`config.mk`:
```
export PLATFORM = sky130hd
export DESIGN_NAME = aspc_serial_port
export DESIGN_NICKNAME = d
export VERILOG_FILES = /design/src/hdl/aspc_serial_port.v
export VERILOG_INCLUDE_DIRS = /design/src /design/src/hdl
export SDC_FILE = /design/constraint.sdc
export NUM_CORES = 1
export LEC_CHECK = 0
export BUFFER_PORTS_ARGS = -buffer_cell sky130_fd_sc_hd__buf_2
export CAP_MARGIN = 20
export CORE_MARGIN = 4
export CORE_UTILIZATION = 57
export CTS_BUF_LIST = sky130_fd_sc_hd__clkbuf_4 sky130_fd_sc_hd__clkbuf_8
export CTS_CLUSTER_DIAMETER = 100
export DETAILED_ROUTE_END_ITERATION = 10
export PLACE_DENSITY = 0.78
export SYNTH_ARGS = -nofsm -noshare
export SYNTH_HDL_FRONTEND = slang
export SYNTH_SLANG_ARGS = --single-unit
```
`constraint.sdc`:
```
create_clock -name clk -period 3.6 [get_ports clk]
set_input_delay 0.18 -clock clk [delete_from_list [all_inputs] [get_ports clk]]
set_output_delay 0.18 -clock clk [all_outputs]
set_load 0.01 [all_outputs]
```
`src/hdl/aspc_map.vh`:
```
`ifndef ASPC_MAP_VH
`define ASPC_MAP_VH
// Register byte offsets
`define ASPC_MODE_OFS 8'h00
`define ASPC_STAT_OFS 8'h10
`define ASPC_TXD_OFS 8'h20
`define ASPC_RXD_OFS 8'h30
// Reset values and software-writable masks
`define ASPC_MODE_RST 32'h0000_0000
`define ASPC_STAT_RST 32'h0000_0000
`define ASPC_MODE_WMASK 32'h0087_BBFF
`define ASPC_STAT_WMASK 32'hFFFF_FCE0
`define ASPC_DIV_RST 16'h000D
`define ASPC_DEPTH 4'h8
`define ASPC_HALF 4'h4
`define ASPC_3QTR 4'h6
// Mode register field positions
`define ASPC_M_SLPRUN 23
`define ASPC_M_ACTIVE 22
`define ASPC_M_CKSEL 17
`define ASPC_M_OVFRUN 16
`define ASPC_M_ENABLE 15
`define ASPC_M_IDLESTOP 13
`define ASPC_M_INFRA 12
`define ASPC_M_RTSMODE 11
`define ASPC_M_PINUSE 8
`define ASPC_M_LOOP 6
`define ASPC_M_AUTOBAUD 5
`define ASPC_M_RX_POLARITY_INVERT 4
`define ASPC_M_HISPEED 3
`define ASPC_M_FORMAT 1
`define ASPC_M_STOP2 0
// Status register field positions
`define ASPC_S_MASK 24
`define ASPC_S_ADDR 16
`define ASPC_S_TXIRQ 14
`define ASPC_S_TXINV 13
`define ASPC_S_RXEN 12
`define ASPC_S_BREAK 11
`define ASPC_S_TXEN 10
`define ASPC_S_RXIRQ 6
`define ASPC_S_ADDREN 5
`define ASPC_S_OVERRUN 1
`endif

```
`src/hdl/aspc_serial_port.v`:
```
// The register addresses and register access over AXI4-Lite were left to the implementer.
`timescale 1ns/1ps
`include "aspc_map.vh"

// Overview of operation
// - Port clock keeps running in sleep only when sleep-run enable is set.
// - Running-status flag reads one while the port is active and clocked.
// - Two-bit select picks reference, fast RC, system or peripheral bus tick.
// - On overrun, receiver keeps running if overflow-run set, else stops accepting.
// - Module disabled releases all pins and idles; enabled drives TX when transmitter enabled, RTS per pin usage select.
// - RTS select: set gives simplex RTS, clear gives flow-control RTS.
// - Auto-baud measures next 0x55 character, then hardware clears the bit.
// - Receive polarity bit set means receive input idles low.
// - High-speed bit picks 4x oversampling, otherwise 16x.
// - Format field: nine bits, eight odd, eight even, eight no parity.
// - Stop select appends two stop bits when set, one when clear.
// - Address match compares only bit positions whose mask bit is one.
// - Address detect acts only in nine-bit format.
// - Transmit flag: buffer empty, all sent, or slot free.
// - Transmit polarity sets idle level; meaning swaps with infrared enabled.
// - Receiver disabled ignores the receive input entirely.
// - Break sends start, twelve zeros, stop, then hardware clears it.
// - Clearing transmitter enable aborts sending and empties the buffer.
// - Shift-empty reads one only when shifter and buffer are both empty.
// - Receive flag: three-quarters full, half full, or not empty.
// - Overrun sets on overflow; software clear empties receive buffer and shifter.
// - Parity and framing error flags describe the current character.
module aspc_serial_port (
    input wire clk,
    input wire nrst,
    input wire [7:0] s_axi_awaddr,
    input wire s_axi_awvalid,
    output reg s_axi_awready,
    input wire [31:0] s_axi_wdata,
    input wire [3:0] s_axi_wstrb,
    input wire s_axi_wvalid,
    output reg s_axi_wready,
    output reg [1:0] s_axi_bresp,
    output reg s_axi_bvalid,
    input wire s_axi_bready,
    input wire [7:0] s_axi_araddr,
    input wire s_axi_arvalid,
    output reg s_axi_arready,
    output reg [31:0] s_axi_rdata,
    output reg [1:0] s_axi_rresp,
    output reg s_axi_rvalid,
    input wire s_axi_rready,
    input wire reference_clock_out,
    input wire fast_rc_oscillator,
    input wire system_clock,
    input wire peripheral_bus_clock,
    input wire sleep_mode,
    input wire idle_mode,
    input wire rx_pin,
    input wire cts_n_pin,
    output reg tx_pin,
    output reg tx_oe,
    output reg rts_n_pin,
    output reg rts_oe,
    output reg tx_irq,
    output reg rx_irq
);

// ----------------------------------------
// State codes
// ----------------------------------------
localparam RX_IDLE = 4'b0001;
localparam RX_START = 4'b0010;
localparam RX_DATA = 4'b0100;
localparam RX_STOP = 4'b1000;
localparam TX_IDLE = 2'b01;
localparam TX_SHIFT = 2'b10;

reg [31:0] mode_q;
reg [31:0] stat_q;
reg overrun;
reg [15:0] div_q;
reg [15:0] div_cnt;
reg rx_s1, rx_s2, cts_s1, cts_s2;
reg rx_prev;
reg aw_held, w_held;
reg [7:0] aw_addr;
reg [31:0] w_data;
reg [3:0] w_strb;
reg [3:0] rx_st;
reg [3:0] rx_os;
reg [3:0] rx_bits;
reg [8:0] rx_sh;
reg rx_push, ovr_set, ab_done, addr_hit;
reg [10:0] rx_pdata;
reg [23:0] ab_cnt;
reg [2:0] ab_edges;
reg [1:0] tx_st;
reg [3:0] tx_os;
reg [3:0] tx_left;
reg [14:0] tx_frame;
reg tx_brk_fr, brk_done;
reg [8:0] tx_mem [0:7];
reg [2:0] tx_wp, tx_rp;
reg [3:0] tx_cnt;
reg [10:0] rx_mem [0:7];
reg [2:0] rx_wp, rx_rp;
reg [3:0] rx_cnt;
reg [14:0] tx_load;
reg [3:0] tx_len;

// ----------------------------------------
// Field decode
// ----------------------------------------
wire on = mode_q[`ASPC_M_ENABLE];
wire [1:0] ck_sel = mode_q[`ASPC_M_CKSEL+1:`ASPC_M_CKSEL];
wire [1:0] fmt = mode_q[`ASPC_M_FORMAT+1:`ASPC_M_FORMAT];
wire [1:0] pin_usage_select = mode_q[`ASPC_M_PINUSE+1:`ASPC_M_PINUSE];
wire hi_speed = mode_q[`ASPC_M_HISPEED];
wire autobaud_enable = mode_q[`ASPC_M_AUTOBAUD];
wire overflow_keep_running = mode_q[`ASPC_M_OVFRUN];
wire receiver_enable = stat_q[`ASPC_S_RXEN];
wire transmitter_enable = stat_q[`ASPC_S_TXEN];
wire send_break = stat_q[`ASPC_S_BREAK];
wire [7:0] match_mask = stat_q[`ASPC_S_MASK+7:`ASPC_S_MASK];
wire [7:0] match_addr = stat_q[`ASPC_S_ADDR+7:`ASPC_S_ADDR];
wire [1:0] tx_isel = stat_q[`ASPC_S_TXIRQ+1:`ASPC_S_TXIRQ];
wire [1:0] rx_isel = stat_q[`ASPC_S_RXIRQ+1:`ASPC_S_RXIRQ];

// Port clock gating by sleep and idle
wire clk_run = !(sleep_mode && !mode_q[`ASPC_M_SLPRUN]) &&
               !(idle_mode && mode_q[`ASPC_M_IDLESTOP]);
wire port_active = on && clk_run;
wire sel_tick = (ck_sel == 2'b11) ? reference_clock_out :
                (ck_sel == 2'b10) ? fast_rc_oscillator :
                (ck_sel == 2'b01) ? system_clock : peripheral_bus_clock;
wire port_tick = port_active && sel_tick;
wire os_tick = port_tick && (div_cnt >= div_q);
wire [3:0] os_last = hi_speed ? 4'h3 : 4'hF;
wire [3:0] os_mid = hi_speed ? 4'h1 : 4'h7;

// Receive line selection
wire tx_raw = tx_frame[0];
wire rx_enabled = on && receiver_enable;
wire rx_line = mode_q[`ASPC_M_LOOP] ? tx_raw : (rx_s2 ^ mode_q[`ASPC_M_RX_POLARITY_INVERT]);
wire rx_in = rx_enabled ? rx_line : 1'b1;
wire rx_fall = rx_prev && !rx_in;
wire rx_stall = overrun && !overflow_keep_running;

// Received character decode
wire [3:0] rx_nbits = (fmt == 2'b00) ? 4'h8 : 4'h9;
wire [8:0] rx_d9 = (fmt == 2'b00) ? {1'b0, rx_sh[8:1]} :
                   (fmt == 2'b11) ? rx_sh : {1'b0, rx_sh[7:0]};
wire rx_parity_error_flag = (fmt == 2'b01) ? ^rx_sh : (fmt == 2'b10) ? ~^rx_sh : 1'b0;
wire addr_mode = stat_q[`ASPC_S_ADDREN] && (fmt == 2'b11);
wire addr_match = ((rx_d9[7:0] ^ match_addr) & match_mask) == 8'h00;
wire rx_keep = !addr_mode || (rx_d9[8] ? addr_match : addr_hit);

// Bus handshakes and side effects
wire wr_go = aw_held && w_held && !s_axi_bvalid;
wire ar_go = s_axi_arvalid && s_axi_arready;
wire [31:0] bmask = {{8{w_strb[3]}}, {8{w_strb[2]}}, {8{w_strb[1]}}, {8{w_strb[0]}}};
wire wr_mode = wr_go && (aw_addr == `ASPC_MODE_OFS);
wire wr_stat = wr_go && (aw_addr == `ASPC_STAT_OFS);
wire overrun_error_flag_clr = wr_stat && w_strb[0] && !w_data[`ASPC_S_OVERRUN] && overrun;
wire tx_flush = !transmitter_enable;
wire tx_push = wr_go && (aw_addr == `ASPC_TXD_OFS) && w_strb[0] &&
               (tx_cnt != `ASPC_DEPTH) && !tx_flush;
wire rx_pop = ar_go && (s_axi_araddr == `ASPC_RXD_OFS) && (rx_cnt != 4'h0);

// Transmit start and status
wire cts_ok = (pin_usage_select != 2'b10) || !cts_s2;
wire tx_start = tx_st[0] && os_tick && on && transmitter_enable && cts_ok;
wire tx_pop = tx_start && !send_break && (tx_cnt != 4'h0);
wire tx_full = (tx_cnt == `ASPC_DEPTH);
wire tx_shift_empty = tx_st[0] && (tx_cnt == 4'h0);
wire [10:0] rx_head = rx_mem[rx_rp];
wire rx_data_available = (rx_cnt != 4'h0);
wire [31:0] stat_rd = {stat_q[31:10], tx_full, tx_shift_empty, stat_q[7:5],
                       rx_st[0], rx_data_available & rx_head[10],
                       rx_data_available & rx_head[9], overrun, rx_data_available};

// ----------------------------------------
// Input synchronisers
// ----------------------------------------
always @(posedge clk) begin
    if (!nrst) begin
        rx_s1 <= 1'b1;
        rx_s2 <= 1'b1;
        cts_s1 <= 1'b1;
        cts_s2 <= 1'b1;
        rx_prev <= 1'b1;
    end else begin
        rx_s1 <= rx_pin;
        rx_s2 <= rx_s1;
        cts_s1 <= cts_n_pin;
        cts_s2 <= cts_s1;
        rx_prev <= rx_in;
    end
end

// ----------------------------------------
// Bus slave and control registers
// ----------------------------------------
always @(posedge clk) begin
    if (!nrst) begin
        s_axi_awready <= 1'b0;
        s_axi_wready <= 1'b0;
        s_axi_bvalid <= 1'b0;
        s_axi_bresp <= 2'b00;
        s_axi_arready <= 1'b0;
        s_axi_rvalid <= 1'b0;
        s_axi_rresp <= 2'b00;
        s_axi_rdata <= 32'h0000_0000;
        aw_held <= 1'b0;
        w_held <= 1'b0;
        aw_addr <= 8'h00;
        w_data <= 32'h0000_0000;
        w_strb <= 4'h0;
        mode_q <= `ASPC_MODE_RST;
        stat_q <= `ASPC_STAT_RST;
        overrun <= 1'b0;
    end else begin
        // Address and data captured in either order
        if (s_axi_awvalid && s_axi_awready) begin
            aw_held <= 1'b1;
            aw_addr <= s_axi_awaddr;
            s_axi_awready <= 1'b0;
        end else if (!aw_held && !s_axi_bvalid) begin
            s_axi_awready <= 1'b1;
        end
        if (s_axi_wvalid && s_axi_wready) begin
            w_held <= 1'b1;
            w_data <= s_axi_wdata;
            w_strb <= s_axi_wstrb;
            s_axi_wready <= 1'b0;
        end else if (!w_held && !s_axi_bvalid) begin
            s_axi_wready <= 1'b1;
        end
        if (wr_go) begin
            aw_held <= 1'b0;
            w_held <= 1'b0;
            s_axi_bvalid <= 1'b1;
            s_axi_bresp <= (aw_addr == `ASPC_MODE_OFS || aw_addr == `ASPC_STAT_OFS ||
                            aw_addr == `ASPC_TXD_OFS || aw_addr == `ASPC_RXD_OFS) ?
                           2'b00 : 2'b10;
        end else if (s_axi_bvalid && s_axi_bready) begin
            s_axi_bvalid <= 1'b0;
        end
        // Read channel, one outstanding read
        if (ar_go) begin
            s_axi_arready <= 1'b0;
            s_axi_rvalid <= 1'b1;
            s_axi_rresp <= 2'b00;
            case (s_axi_araddr)
                `ASPC_MODE_OFS: s_axi_rdata <= {mode_q[31:23], port_active, mode_q[21:0]};
                `ASPC_STAT_OFS: s_axi_rdata <= stat_rd;
                `ASPC_RXD_OFS: s_axi_rdata <= {23'h00_0000, rx_head[8:0]};
                `ASPC_TXD_OFS: s_axi_rdata <= 32'h0000_0000;
                default: begin
                    s_axi_rdata <= 32'h0000_0000;
                    s_axi_rresp <= 2'b10;
                end
            endcase
        end else if (s_axi_rvalid && s_axi_rready) begin
            s_axi_rvalid <= 1'b0;
        end else if (!s_axi_rvalid) begin
            s_axi_arready <= 1'b1;
        end
        // Register writes, then hardware clears
        if (wr_mode)
            mode_q <= (mode_q & ~(bmask & `ASPC_MODE_WMASK)) |
                      (w_data & bmask & `ASPC_MODE_WMASK);
        if (ab_done)
            mode_q[`ASPC_M_AUTOBAUD] <= 1'b0;
        if (wr_stat)
            stat_q <= (stat_q & ~(bmask & `ASPC_STAT_WMASK)) |
                      (w_data & bmask & `ASPC_STAT_WMASK);
        if (brk_done)
            stat_q[`ASPC_S_BREAK] <= 1'b0;
        // Overrun: hardware set wins over software clear
        if (ovr_set)
            overrun <= 1'b1;
        else if (overrun_error_flag_clr)
            overrun <= 1'b0;
    end
end

// ----------------------------------------
// Oversample divider and auto-baud
// ----------------------------------------
always @(posedge clk) begin
    if (!nrst) begin
        div_cnt <= 16'h0000;
        div_q <= `ASPC_DIV_RST;
        ab_cnt <= 24'h00_0000;
        ab_edges <= 3'h0;
        ab_done <= 1'b0;
    end else begin
        ab_done <= 1'b0;
        if (port_tick)
            div_cnt <= os_tick ? 16'h0000 : div_cnt + 16'h0001;
        if (!autobaud_enable || !rx_enabled) begin
            ab_edges <= 3'h0;
        end else begin
            if (port_tick && ab_edges != 3'h0)
                ab_cnt <= ab_cnt + 24'h00_0001;
            // Sync character gives five falling edges over eight bits
            if (rx_fall && rx_st[0] && !ab_done) begin
                if (ab_edges == 3'h0) begin
                    ab_cnt <= 24'h00_0000;
                    ab_edges <= 3'h1;
                end else if (ab_edges == 3'h4) begin
                    div_q <= hi_speed ? ab_cnt[20:5] : ab_cnt[22:7];
                    ab_edges <= 3'h0;
                    ab_done <= 1'b1;
                end else begin
                    ab_edges <= ab_edges + 3'h1;
                end
            end
        end
    end
end

// ----------------------------------------
// Receiver
// ----------------------------------------
always @(posedge clk) begin
    if (!nrst) begin
        rx_st <= RX_IDLE;
        rx_os <= 4'h0;
        rx_bits <= 4'h0;
        rx_sh <= 9'h000;
        rx_push <= 1'b0;
        rx_pdata <= 11'h000;
        ovr_set <= 1'b0;
        addr_hit <= 1'b0;
    end else begin
        rx_push <= 1'b0;
        ovr_set <= 1'b0;
        if (!rx_enabled || overrun_error_flag_clr) begin
            rx_st <= RX_IDLE;
            rx_sh <= 9'h000;
        end else begin
            case (rx_st)
                RX_IDLE: begin
                    if (rx_fall && !autobaud_enable && !rx_stall) begin
                        rx_st <= RX_START;
                        rx_os <= 4'h0;
                    end
                end
                RX_START: begin
                    if (os_tick) begin
                        if (rx_os == os_mid) begin
                            rx_st <= rx_in ? RX_IDLE : RX_DATA;
                            rx_os <= 4'h0;
                            rx_bits <= 4'h0;
                        end else begin
                            rx_os <= rx_os + 4'h1;
                        end
                    end
                end
                RX_DATA: begin
                    if (os_tick) begin
                        if (rx_os == os_last) begin
                            rx_os <= 4'h0;
                            rx_sh <= {rx_in, rx_sh[8:1]};
                            rx_bits <= rx_bits + 4'h1;
                            if (rx_bits == rx_nbits - 4'h1)
                                rx_st <= RX_STOP;
                        end else begin
                            rx_os <= rx_os + 4'h1;
                        end
                    end
                end
                RX_STOP: begin
                    if (os_tick) begin
                        if (rx_os == os_last) begin
                            rx_st <= RX_IDLE;
                            if (addr_mode && rx_d9[8])
                                addr_hit <= addr_match;
                            if (rx_cnt == `ASPC_DEPTH) begin
                                ovr_set <= 1'b1;
                            end else if (rx_keep) begin
                                rx_push <= 1'b1;
                                rx_pdata <= {rx_parity_error_flag, !rx_in, rx_d9};
                            end
                        end else begin
                            rx_os <= rx_os + 4'h1;
                        end
                    end
                end
                default: rx_st <= RX_IDLE;
            endcase
        end
    end
end

// ----------------------------------------
// Transmit frame builder
// ----------------------------------------
always @* begin
    tx_load = 15'h7FFF;
    tx_len = 4'hA + {3'b000, (fmt != 2'b00)} + {3'b000, mode_q[`ASPC_M_STOP2]};
    if (send_break) begin
        tx_load[12:0] = 13'h0000;
        tx_len = 4'hE;
    end else begin
        tx_load[8:0] = {tx_mem[tx_rp][7:0], 1'b0};
        if (fmt == 2'b11)
            tx_load[9] = tx_mem[tx_rp][8];
        else if (fmt == 2'b01)
            tx_load[9] = ^tx_mem[tx_rp][7:0];
        else if (fmt == 2'b10)
            tx_load[9] = ~^tx_mem[tx_rp][7:0];
    end
end

// ----------------------------------------
// Transmitter
// ----------------------------------------
always @(posedge clk) begin
    if (!nrst) begin
        tx_st <= TX_IDLE;
        tx_os <= 4'h0;
        tx_left <= 4'h0;
        tx_frame <= 15'h7FFF;
        tx_brk_fr <= 1'b0;
        brk_done <= 1'b0;
    end else begin
        brk_done <= 1'b0;
        if (tx_flush || !on) begin
            tx_st <= TX_IDLE;
            tx_frame <= 15'h7FFF;
        end else begin
            case (tx_st)
                TX_IDLE: begin
                    if (tx_start && (send_break || tx_cnt != 4'h0)) begin
                        tx_st <= TX_SHIFT;
                        tx_os <= 4'h0;
                        tx_frame <= tx_load;
                        tx_left <= tx_len;
                        tx_brk_fr <= send_break;
                    end
                end
                TX_SHIFT: begin
                    if (os_tick) begin
                        if (tx_os == os_last) begin
                            tx_os <= 4'h0;
                            tx_frame <= {1'b1, tx_frame[14:1]};
                            tx_left <= tx_left - 4'h1;
                            if (tx_left == 4'h1) begin
                                tx_st <= TX_IDLE;
                                brk_done <= tx_brk_fr;
                            end
                        end else begin
                            tx_os <= tx_os + 4'h1;
                        end
                    end
                end
                default: tx_st <= TX_IDLE;
            endcase
        end
    end
end

// ----------------------------------------
// Transmit and receive buffers
// ----------------------------------------
always @(posedge clk) begin
    if (!nrst || tx_flush) begin
        tx_wp <= 3'h0;
        tx_rp <= 3'h0;
        tx_cnt <= 4'h0;
    end else begin
        if (tx_push) begin
            tx_mem[tx_wp] <= w_data[8:0];
            tx_wp <= tx_wp + 3'h1;
        end
        if (tx_pop)
            tx_rp <= tx_rp + 3'h1;
        if (tx_push && !tx_pop)
            tx_cnt <= tx_cnt + 4'h1;
        else if (tx_pop && !tx_push)
            tx_cnt <= tx_cnt - 4'h1;
    end
end

always @(posedge clk) begin
    if (!nrst || overrun_error_flag_clr) begin
        rx_wp <= 3'h0;
        rx_rp <= 3'h0;
        rx_cnt <= 4'h0;
    end else begin
        if (rx_push) begin
            rx_mem[rx_wp] <= rx_pdata;
            rx_wp <= rx_wp + 3'h1;
        end
        if (rx_pop)
            rx_rp <= rx_rp + 3'h1;
        if (rx_push && !rx_pop)
            rx_cnt <= rx_cnt + 4'h1;
        else if (rx_pop && !rx_push)
            rx_cnt <= rx_cnt - 4'h1;
    end
end

// ----------------------------------------
// Registered pins and flags
// ----------------------------------------
always @(posedge clk) begin
    if (!nrst) begin
        tx_pin <= 1'b1;
        tx_oe <= 1'b0;
        rts_n_pin <= 1'b1;
        rts_oe <= 1'b0;
        tx_irq <= 1'b0;
        rx_irq <= 1'b0;
    end else begin
        tx_oe <= on && transmitter_enable;
        tx_pin <= tx_raw ^ (mode_q[`ASPC_M_INFRA] ?
                  !stat_q[`ASPC_S_TXINV] : stat_q[`ASPC_S_TXINV]);
        rts_oe <= on && (pin_usage_select == 2'b01 || pin_usage_select == 2'b10);
        rts_n_pin <= mode_q[`ASPC_M_RTSMODE] ? tx_shift_empty :
                     (rx_cnt == `ASPC_DEPTH);
        case (tx_isel)
            2'b10: tx_irq <= transmitter_enable && (tx_cnt == 4'h0);
            2'b01: tx_irq <= transmitter_enable && tx_shift_empty;
            2'b00: tx_irq <= transmitter_enable && !tx_full;
            default: tx_irq <= 1'b0;
        endcase
        case (rx_isel)
            2'b10: rx_irq <= (rx_cnt >= `ASPC_3QTR);
            2'b01: rx_irq <= (rx_cnt >= `ASPC_HALF);
            2'b00: rx_irq <= rx_data_available;
            default: rx_irq <= 1'b0;
        endcase
    end
end

endmodule

```
==> impl_metrics.ini <==
[clock_tree]
cts_buffers = 71
path_clk_slew_ns = 0.06
insertion_delay_ns = 0.61
cts_buffer_depth = 3
tritoncts = built
cts_sinks = 445
cts-root-buf = clkbuf_8
htree_levels = 3

[setup_path]
crit_chain = inv_1 -> ha_4 -> and4_1 -> nand2_1 -> a311o_1 -> a31o_1 -> or2_4 -> or3_4 -> ha_4 -> inv_2 -> ha_1 -> a21o_1 -> a21oi_2 -> xnor2_1 -> or3_1 -> a21oi_1
critPathTopFamily = simple AND/OR/NAND/NOR gates
cp.buffers_inverters = 2
cp-start-kind = flip-flop
critPathMaxFanout = 2
crit_type = flip-flop to flip-flop
cpMaxStageDelayCell = or3_4
critPathArrivalTime_ns = 3.98
critPathMaxStageDelay_ns = 0.36
crit_top_cell = ha_4
critPathCaptureType = flip-flop
required_ns = 4.12

[route]
via_per_inst = 5.76
vias = 14500
ant_nets = 0
drt_iter0_drc = 1143
drt-total-wl_microns = 46500
first_pass_iters = 5
drcViolationCount = 0
wire_per_inst_microns = 18.5

[sta]
fin_crit_ns = 3.46
hold_slack_ns = 0.121
period_share = 0.962
finalSetupViolCount = 0
hold_viol_final = 0
max_freq_mhz = 289
slew_headroom = 0.353
drv_slew = 0
skew_ns = 0.0489
fin_setup_tns_ns = 0
tightest_slew_ns = 0.970

[floorplanning]
die_h_microns = 190
start_util = 0.580
die-area_sq_um = 36300
ios = 114
core-area_sq_um = 32700
rows = 66
die-width_microns = 190

[global_route]
grt_use_total = 0.255
grt_pass1_wl_microns = 74800
antenna_found_initial = 1
grt.overflow.total = 0
grt_pass1_vias = 14400
grt_max_degree = 71

[yosys]
synthCells = 1795
syn_area_sq_um = 19000
yosysSeqAreaShare = 0.554
yosysTopAreaCell = dfxtp_1
avgSynthCellArea_sq_um = 10.6
ys.flop_type = dfxtp_1
yosys-top-cells-area = dfxtp_1 (30%), edfxtp_1 (25%), nand2_1 (5.2%), mux4_2 (3.9%), mux2i_1 (3.9%)
ys_warn_count = 0
ys_ff_latch = 445
synth.distinct_cells = 65
synth-async-reset-ratio = 0
synth_top_area_share = 0.301
synth-edff-count = 160

[finish]
fin_cells = 2510
layout-drive-gt1-share = 0.183
final_net_count = 2121
area_growth_pct = 18.5

[pwr]
power_leakage_nw = 8.51
power.total_mw = 9.99
p_per_area_nw_per_um2 = 444
ir_worst_vdd_mv = 0.357

[job]
maxCapViolCount = 0

[placement]
routabilityCongestion = 0.893
portBuffers = 111
dp_hpwl_microns = 30800
place_inst = 2322

[run_status]
status = finished clean

[worst_hold_path]
hp-class = input port to flip-flop
-- synth_stat cells, types with 5 or more instances --
master	instances
dfxtp_1	285
edfxtp_1	160
clkbuf_1	71
or2_2	5
o211a_1	16
nand3b_1	8
and2_1	12
nand4_1	12
mux2i_1	73
buf_2	6
nor4_1	11
and3_1	21
a31oi_1	6
nand2_1	264
nor3_1	35
a21o_1	7
nand2b_1	16
xnor2_1	35
nor2_1	135
inv_1	52
nor2b_1	22
ha_1	39
and4_1	7
a22oi_1	16
a21oi_1	84
xor2_1	36
nand3_1	56
a21boi_0	63
o22ai_1	10
buf_1	15
nor3b_1	13
o21ai_0	70
or3_1	6
a22o_1	13
o211ai_1	22
o21a_1	11
mux4_2	33
-- layout by cell type (no fill, tap or decap), drive strengths merged, types with 33 or more instances in the layout --
cell         count
buf            180
mux2i           73
inv             54
nand3           56
nor2           135
ha              39
xnor2           35
nand2          264
edfxtp         160
a21boi          63
dlygate4sd3     59
nor3            36
a21oi           84
clkbuf         114
mux4            33
xor2            36
o21ai           71
dfxtp          285
-- power by group --
part	switching [mW]	leakage [nW]	internal, mW	total (mW)
registers	0.0434	3.95	5.22	5.26
clock network	1.91	0.803	2.55	4.46
logic	0.146	3.75	0.120	0.265
total	2.10	8.51	7.89	9.99
-- kinds of logic (layout without fill, tap and decap cells) --
family          after synthesis  count (layout)  share of synthesized area
simple gates                643             643                      0.159
flops                       445             445                      0.554
compound gates              338             338                      0.117
buf+inv                     148             419                     0.0303
mux                         108             108                     0.0789
xor+xnor                     71              71                     0.0328
fa+ha+maj                    41              41                     0.0278
other cells                   1               3                   0.000198
-- worst paths after layout --
path | depth (start not counted) | slack (ns) | start | to
max | 16 | 0.14 | div_q[13]$_SDFFE_PN0P_ | tx_cnt[3]$_SDFFE_PP0P_
min | 3 | 0.12 | s_axi_arvalid | s_axi_rvalid$_SDFFE_PN0P_
max reg2reg | 16 | 0.14 | div_q[13]$_SDFFE_PN0P_ | tx_cnt[3]$_SDFFE_PP0P_
min reg2reg | 1 | 0.40 | brk_done$_SDFF_PP0_ | flip-flop
-- per-stage QoR --
| stage | util | setup slack (ns) | instance area [sq um] |
|---|---|---|---|
| after global routing | 0.687 | -0.00949 | 22500 |
| after detailed placement | 0.619 | -0.115 | 20300 |
| final | 0.687 | 0.137 | 22500 |
| after CTS | 0.685 | 0.0152 | 22400 |
| after floorplan | - | 0.00186 | 19000 |
| after global placement | 0.619 | -0.0400 | 20200 |
-- worst min-delay path, cell delays in order --
cell	delay, ns
buf_2	0.10
nand2_1	0.22
a21boi_0	0.14
-- layer usage --
metal	wire length, microns	track usage
met1	19700	0.342
met2	21900	0.415
met5	0	0
met4	1180	0.0807
met3	3740	0.0595
-- area by class of cell --
cell class / count / area [sq um]
sequential: 445 / 10500
tap: 442 / 553
clock inverter: 13 / 91.3
inverter: 53 / 199
timing repair buffer: 239 / 1670
antenna: 1 / 2.50
multi-input combinational: 1203 / 8030
clock buffer: 114 / 1410
fill: 2405 / 10200
-- repair_timing --
action / in CTS / in global routing
hold buffers: 59 / 0
buffers inserted: 0 / 1
hold endpoints to repair: 53 / 0
cloned: 0 / 0
pin swaps: 8 / 10
gates resized for setup: 10 / 13
setup endpoints to repair: 1 / 1
(Power assumes the default switching activity.)
